==> config.mk <==
export PLATFORM = sky130hd
export DESIGN_NAME = mrr_bank
export DESIGN_NICKNAME = d
export VERILOG_FILES = /design/src/core/mrr_pkg.sv /design/src/core/mrr_bank.sv
export SDC_FILE = /design/constraint.sdc
export NUM_CORES = 1
export LEC_CHECK = 0
export ABC_CLOCK_PERIOD_IN_PS = 4600
export BUFFER_PORTS_ARGS = -buffer_cell sky130_fd_sc_hd__buf_2
export CAP_MARGIN = 5
export CORE_ASPECT_RATIO = 1.25
export CORE_MARGIN = 1
export CORE_UTILIZATION = 50
export DETAILED_ROUTE_END_ITERATION = 7
export MAX_ROUTING_LAYER = met4
export PLACE_DENSITY = 0.76
export SLEW_MARGIN = 25
export SYNTH_ARGS = -nofsm -noshare
export SYNTH_HDL_FRONTEND = slang
export SYNTH_SLANG_ARGS = --single-unit
==> constraint.sdc <==
create_clock -name clk_in -period 4.6 [get_ports clk_in]
set_input_delay 0.92 -clock clk_in [delete_from_list [all_inputs] [get_ports clk_in]]
set_output_delay 0.92 -clock clk_in [all_outputs]
set_load 0.02 [all_outputs]
==> src/core/mrr_pkg.sv <==
// package of the measurement result register bank: offsets, page codes, widths
// assumes byte-wide registers at byte offsets on an 8-bit register address
package mrr_pkg;
   localparam int        MRR_DATA_W       = 8;
   localparam logic [7:0] MRR_OFS_PAGE    = 8'h20;
   localparam logic [7:0] MRR_OFS_TRANS   = 8'h21;
   localparam logic [7:0] MRR_OFS_LEN_LO  = 8'h22;
   localparam logic [7:0] MRR_OFS_LEN_HI  = 8'h23;
   localparam logic [7:0] MRR_OFS_SEQ     = 8'h24;
   localparam logic [7:0] MRR_OFS_TEMP    = 8'h25;
   localparam logic [7:0] MRR_OFS_ZONES   = 8'h26;
   localparam logic [7:0] MRR_OFS_IR_B0   = 8'h28;
   localparam logic [7:0] MRR_OFS_IR_B1   = 8'h29;
   localparam logic [7:0] MRR_OFS_IR_B2   = 8'h2A;
   localparam logic [7:0] MRR_OFS_IR_B3   = 8'h2B;
   localparam logic [7:0] MRR_OFS_WT_B0   = 8'h2C;
   localparam logic [7:0] MRR_OFS_WT_B1   = 8'h2D;
   localparam logic [7:0] MRR_OFS_WT_B2   = 8'h2E;
   localparam logic [7:0] MRR_OFS_WT_B3   = 8'h2F;
   localparam logic [7:0] MRR_OFS_PAGED_LO = 8'h24;
   localparam logic [7:0] MRR_OFS_PAGED_HI = 8'hDF;
   localparam logic [7:0] MRR_APP_MEAS    = 8'h03;
   localparam logic [7:0] MRR_PAGE_MEAS   = 8'h10;
   localparam logic [7:0] MRR_RST_BYTE    = 8'h00;
   localparam logic [15:0] MRR_RST_HALF   = 16'h0000;
   localparam logic [31:0] MRR_RST_WORD   = 32'h0000_0000;
   localparam logic [7:0] MRR_ONE_BYTE    = 8'h01;
   localparam int        MRR_SUBCAP_W     = 2;
   localparam int        MRR_RUN_W        = 6;

   typedef struct packed {
      logic [7:0]  page;
      logic [7:0]  trans;
      logic [15:0] len;
      logic [7:0]  run_cnt;
      logic [7:0]  seq;
      logic [7:0]  temp;
      logic [7:0]  zones;
      logic [31:0] ir;
      logic [31:0] wt;
      logic [7:0]  rd_data;
      logic        rd_valid;
   } mrr_state_s;
endpackage : mrr_pkg

==> src/core/mrr_bank.sv <==
// register bank holding the packet header and the first measurement result fields
// assumes the result publisher and the page command arrive synchronous to clk_in,
// and that the serial host interface issues one byte read per rd_req_in pulse
//
// Function
// RL1: the transaction counter reads differently after every new transaction.
// RL2: the payload length is 16 bits, low byte at 0x22 and high byte at 0x23.
// RL3: offsets 0x24 upward read live data only with application 0x03 and page 0x10.
// RL4: the result sequence byte advances with every published record.
// RL5: in high-resolution mode the sequence byte carries sub-capture in 1:0, count in 7:2.
// RL6: die temperature is held as a signed byte in whole degrees.
// RL7: the count of zones with one or two results, no-target included, is a byte.
// RL8: the 32-bit ambient infrared sum reads least significant byte first at 0x28-0x2B.
// RL9: the 32-bit target weight reads least significant byte first from 0x2C.
// RL10: the page selector at 0x20 changes only by command and steers 0x24-0xDF.
// RL11: target weight bits 16-23 read at 0x2E and bits 24-31 at 0x2F.
// RL12: all fields reset to zero; all but the page selector update together when a record is published.
`timescale 1ns/100ps
module mrr_bank
   import mrr_pkg::*;
#(
   parameter int ADDR_W = 8
) (
   // clock and reset
   input  wire logic              clk_in,
   input  wire logic              rst_in,
   // register read port
   input  wire logic              rd_req_in,
   input  wire logic [ADDR_W-1:0] rd_addr_in,
   output logic [7:0]             rd_data_out,
   output logic                   rd_valid_out,
   // application and page command
   input  wire logic [7:0]        app_id_in,
   input  wire logic              page_cmd_in,
   input  wire logic [7:0]        page_val_in,
   // record publisher
   input  wire logic              pub_in,
   input  wire logic              hires_mode_in,
   input  wire logic [1:0]        pub_subcap_in,
   input  wire logic [15:0]       pub_len_in,
   input  wire logic [7:0]        pub_temp_in,
   input  wire logic [7:0]        pub_zones_in,
   input  wire logic [31:0]       pub_ir_in,
   input  wire logic [31:0]       pub_wt_in
);

   initial begin
      if (ADDR_W != 8) begin
         $error("mrr_bank serves an 8-bit register address only");
      end
   end

   mrr_state_s state_reg;
   mrr_state_s state_next;
   logic       page_live;
   logic [7:0] addr8;
   logic [7:0] run_inc;

   assign addr8     = rd_addr_in[7:0];
   assign page_live = (app_id_in == MRR_APP_MEAS) && (state_reg.page == MRR_PAGE_MEAS); // see RL3
   assign run_inc   = state_reg.run_cnt + MRR_ONE_BYTE;

   ////////////////////////////////////////////////////////////////////////////////
   always_comb begin
      state_next          = state_reg;
      state_next.rd_valid = rd_req_in;
      // page moves on a command only; there is no write path to it
      if (page_cmd_in) begin
         state_next.page = page_val_in; // see RL10
      end
      // the whole record swaps in one edge; a block read that spans that edge returns bytes of two records
      if (pub_in) begin
         state_next.trans   = state_reg.trans + MRR_ONE_BYTE; // see RL1
         state_next.len     = pub_len_in; // see RL2
         state_next.run_cnt = run_inc; // see RL4
         if (hires_mode_in) begin
            state_next.seq = {run_inc[MRR_RUN_W-1:0], pub_subcap_in}; // see RL5
         end else begin
            state_next.seq = run_inc; // see RL4
         end
         state_next.temp  = pub_temp_in; // see RL6
         state_next.zones = pub_zones_in; // see RL7
         state_next.ir    = pub_ir_in; // see RL8
         state_next.wt    = pub_wt_in; // see RL9
      end
      // reads see the record as it stood before a same-cycle publish
      state_next.rd_data = MRR_RST_BYTE;
      if (rd_req_in) begin
         case (addr8)
            MRR_OFS_PAGE:   state_next.rd_data = state_reg.page;
            MRR_OFS_TRANS:  state_next.rd_data = state_reg.trans;
            MRR_OFS_LEN_LO: state_next.rd_data = state_reg.len[7:0]; // see RL2
            MRR_OFS_LEN_HI: state_next.rd_data = state_reg.len[15:8]; // see RL2
            default:        state_next.rd_data = MRR_RST_BYTE;
         endcase
         if (page_live) begin // see RL3
            case (addr8)
               MRR_OFS_SEQ:   state_next.rd_data = state_reg.seq;
               MRR_OFS_TEMP:  state_next.rd_data = state_reg.temp;
               MRR_OFS_ZONES: state_next.rd_data = state_reg.zones;
               MRR_OFS_IR_B0: state_next.rd_data = state_reg.ir[7:0]; // see RL8
               MRR_OFS_IR_B1: state_next.rd_data = state_reg.ir[15:8];
               MRR_OFS_IR_B2: state_next.rd_data = state_reg.ir[23:16];
               MRR_OFS_IR_B3: state_next.rd_data = state_reg.ir[31:24];
               MRR_OFS_WT_B0: state_next.rd_data = state_reg.wt[7:0]; // see RL9
               MRR_OFS_WT_B1: state_next.rd_data = state_reg.wt[15:8];
               MRR_OFS_WT_B2: state_next.rd_data = state_reg.wt[23:16]; // see RL11
               MRR_OFS_WT_B3: state_next.rd_data = state_reg.wt[31:24]; // see RL11
               default:       state_next.rd_data = state_next.rd_data;
            endcase
         end
      end
   end

   ////////////////////////////////////////////////////////////////////////////////
   always_ff @(posedge clk_in or posedge rst_in) begin
      if (rst_in) begin
         state_reg.page     <= MRR_RST_BYTE; // see RL12
         state_reg.trans    <= MRR_RST_BYTE;
         state_reg.len      <= MRR_RST_HALF;
         state_reg.run_cnt  <= MRR_RST_BYTE;
         state_reg.seq      <= MRR_RST_BYTE;
         state_reg.temp     <= MRR_RST_BYTE;
         state_reg.zones    <= MRR_RST_BYTE;
         state_reg.ir       <= MRR_RST_WORD;
         state_reg.wt       <= MRR_RST_WORD;
         state_reg.rd_data  <= MRR_RST_BYTE;
         state_reg.rd_valid <= 1'b0;
      end else begin
         state_reg <= state_next;
      end
   end

   assign rd_data_out  = state_reg.rd_data;
   assign rd_valid_out = state_reg.rd_valid;
endmodule : mrr_bank

# ---- Word level (Yosys, flattened, before mapping)
# Cells that the tools add are included.
# W data, S select, Z words.
dict set report totals {
  register_bits 137
  inputBits 128
  output_inout_bits 9
  wordCells 36
}
dict set report op_classes {
  add_sub_neg 2
  eq_ne 17
  muxes 5
  reduce_logical 1
}
# cell count
set ops {}
lappend ops {{$eq A8 B6 Y1 const B} 15}
lappend ops {{$pmux W8 S11} 1}
lappend ops {{$pmux W8 S4} 1}
lappend ops {{$mux W8} 3}
lappend ops {{$add A8 B1 Y8 const B} 2}
lappend ops {{$eq A8 B2 Y1 const B} 1}
lappend ops {{$eq A8 B5 Y1 const B} 1}
lappend ops {{$logic_and A1 B1 Y1} 1}

# ---- Logic depth before layout (Yosys ltp)
dict set report depth {
  depth_word 5
  depth_mapped 8
  depth_no_buf 6
}

# ---- Worst setup path after synthesis
# No wires, ideal clock.
dict set report synth_path {
  kind {input -> register}
  from {input port rd_addr_in[4]}
  to {register state_reg (netlist bit rd_data_out[5])}
  setup_ns 0.087
  arrival_time_ns 2.350
  required_time_ns 4.513
  path_slack_ns 2.163
  path_stages 6
  path_buffers 1
  path_cell_list {or4b_1 buf_2 or4_1 o21ai_0 a21oi_1 a211oi_2}
}
# element line_no
set synth_rtl {}
lappend synth_rtl {{start: declaration} mrr_bank.sv:29} ;# input wire logic [ADDR_W-1:0] rd_addr_in,
lappend synth_rtl {{end signal: assignment} mrr_bank.sv:130} ;# state_reg <= state_next;
lappend synth_rtl {{end: declaration} mrr_bank.sv:53} ;# mrr_state_s state_reg;

==> metrics.md <==
| Metric | Value |
|---|---|
| Status | finished clean |
| Number of flops mapped to enable cells by yosys | 0 |
| Post-synthesis average cell area | 12.49 um^2 |
| Vias per inst | 5.769 |
| CP Capture Type | register |
| Finished Core Util | 0.6105 |
| Area of the multi-input gates | 0.002954 mm^2 |
| Cells after Synth | 536 |
| Initial antenna violation count | 0 |
| First-pass iteration count of the detailed router | 5 |
| Hpwl dp | 11500 um |
| Vias after detailed routing | ~4800 |
| Area Overhead vs Synth | 17.57% |
| Worst rel slew slack | 0.3332 |
| Bufs on Longest Clock Path | 2 |
| Element type at the critical path start | primary input |
| Crit-path max cell delay | 690 ps |
| Setup repair bufs after CTS | 0 |
| DRT antenna net count | 0 |
| Hold buffer count at cts | 0 |
| Max_cap viols | 0 |
| Worst vdd ir | between 0.2 and 0.25 mV |
| Starting Density | 0.5193 |
| Clk root buf | clkbuf_16 |
| Layout fillers | 1064 |
| H-tree levels | 4 |
| Tightest Pin Transition | 997.6 ps |
| Crit path DAT | 2940 ps |
| Largest net degree at the start of global routing | 94 |
| Pwr Total | 3.342 mW |
| IO buf count | 136 |
| Seq. cell area | 0.003428 mm^2 |
| Clk_lat worst skew | 430 ps |
| Final std cells w/o fill | 826 |
| DIE HEIGHT | 131.4 um |
| Max Clk Rate | between 300 and 400 MHz |
| CTS clk-pin slew, worst paths | 60 ps |
| Reg-to-reg slack, setup | 2390 ps |
| Worst Path Required | 4900 ps |
| Ratio of final minimum period to clock period | 0.5721 |
| Fin Setup TNS | 0 ps |
| Row count | between 40 and 50 |
| Num CTS Buffers | 17 |
| Pwr dens | about 420 mW/mm^2 |
| Core box area | 0.01289 mm^2 |
| Total gr overflow | 0 |
| # setup viols final | 0 |
| Area leader, netlist | dfrtp_1 |
| Fraction of layout cells with a size suffix above 1 | 0.4742 |
| Routability Congestion | around 0.88 |
| DR iter-0 viols | 301 |
| Final Hold Fails | 0 |
| First-pass GRT wire length | 26770 um |
| CP max-delay cell | nor3_2 |
| CP cell instances | buf_2, a21boi_0, o211ai_1, nor3_2, a21oi_1, a311oi_1 |
| Die W | 105.5 um |
| Number of global-route vias before repair | slightly above 5000 |
| Final wirelength | 16200 um |
| Cells after DPL | 794 |
| Clock sinks | 137 |
| Skew final | approximately 9 ps |
| Leakage power total | approximately 3.5 nW |
| Drc violations | 0 |
| Commonest cells in the netlist | dfrtp_1 (137), mux2_2 (125), clkbuf_1 (26), nand2_1 (25), a21oi_1 (22) |
| CP Max Fanout | between 40 and 50 |
| Most common cell in the netlist | dfrtp_1 |
| Max FFs per register | 128 |
| Post-synthesis sequential area ratio | 0.5121 |
| CP Class | in -> reg |
| Final Max Slew Viols | 0 |
| Total GRT Usage | 0.2596 |
| Routed len/inst | 19.61 um |
| Ys async rst share | 1.000 |
| Post-Syn Area | 0.006695 mm^2 |
| Hold Path Class | reg -> reg |
| TritonCTS clock tree | yes |
| Net Count, Synth | 666 |
| #FFs+latches synth | 137 |
| I/O pin count | 137 |
| Ys flop type | dfrtp_1 |
| Post-synth top area share | 0.5121 |
| Tmin final | 2632 ps |
| Die ar. | around 0.014 mm^2 |
| Antenna Diode Count | 0 |
| Synth area leaders | dfrtp_1 (51%), mux2_2 (21%), mux4_2 (2.4%) |
| Resized Gates After CTS | 0 |
| Fin nets | 775 |
| Synth warnings | 0 |
| RSZ-0062 raised after global routing | no |
| Count of cell types in the netlist | 58 |
-- critical path: cells and delay by family --
kind            cells  cell delay (ps)
compound gates      4              920
buf+inv             1              380
simple gates        1              690
-- area by class of cell --
| type | count | share of cell area |
|---|---|---|
| Clock inverter | 12 | 0.009855 |
| Tap cell | 168 | 0.02670 |
| Multi-Input combinational cell | 345 | 0.3753 |
| Sequential cell | 137 | 0.4355 |
| Inverter | 5 | 0.003020 |
| Timing Repair Buffer | 139 | 0.09156 |
| Clock buffer | 20 | 0.05802 |
-- metal layers --
metal / GRT usage / routed length (um) / up-vias
li1: - / - / 2170
met1: 0.3171 / 6706 / 2377
met2: 0.4137 / 8160 / 178
met3: 0.04960 / 750 / 40
met4: 0.1265 / 581 / 0
met5: - / 0 / -
-- path summary, 6_finish.rpt --
| kind | to | start | cells after the start |
|---|---|---|---|
| hold reg to reg | state_reg[128] | state_reg[128] | 1 |
| max in group asynchronous | state_reg[36] | rst_in | 3 |
| setup / recovery | rd_data_out[7] | rd_addr_in[1] | 6 |
| setup reg to reg | rd_data_out[7] | state_reg[135] | 5 |
| min in group asynchronous | state_reg[43] | rst_in | 2 |
| hold / removal | state_reg[128] | state_reg[128] | 1 |
-- kinds of logic (layout without fill, tap and decap cells) --
logic type               count (synthesis)  in the layout  synth area share
adder cells (fa/ha/maj)                  2              2          0.003737
multiplexers                           145            145            0.2555
AND/OR/NAND/NOR                        103            103           0.08522
XOR/XNOR                                16             16           0.02093
buffers and inverters                   54            176           0.04672
flip-flops                             137            137            0.5121
AO/OA/AOI/OAI                           79             79           0.07588
-- report_power, final --
part	switching [mW]	total (mW)	leakage (nW)	internal, mW
Combinational	0.260	0.568	1.57	0.309
Sequential	0.166	1.55	1.64	1.39
Clock	0.513	1.22	0.257	0.710
Total	0.939	3.34	3.46	2.40
-- placed cells by master, fill, tap and decap left out, types with 2 or more instances in the layout --
cell	n
dfrtp_1	137
o21ai_0	16
mux4_2	7
nor2_1	16
clkinv_2	6
o211ai_1	4
nand3_1	19
mux2_2	125
a22oi_1	7
nor3_2	2
buf_4	4
nor3b_1	2
mux2i_1	12
and2b_2	2
a32oi_1	2
a31oi_1	7
nand3b_1	4
o22ai_1	4
xnor2_1	11
ha_1	2
a21boi_0	3
nand4_1	6
clkbuf_16	17
a311oi_1	4
nor2b_1	3
inv_1	4
nor4_1	3
xor2_1	5
clkinv_4	2
a21oi_1	22
clkbuf_8	2
clkinvlp_4	4
nor3_1	2
and2_1	2
buf_2	134
and3_1	7
nand2_1	25
-- per-stage QoR --
stage               hold slack (ps)  setup WS (ps)  instance area, um^2
CTS                           483.5           1974                 7869
finish                        487.2           1968                 7871
floorplan                     440.8          12.19                 6695
detailed placement            472.2           1571                 7335
global route                  500.0           1831                 7871
global placement              464.1           1652                 7335
Power figures use the tool's default switching activity.
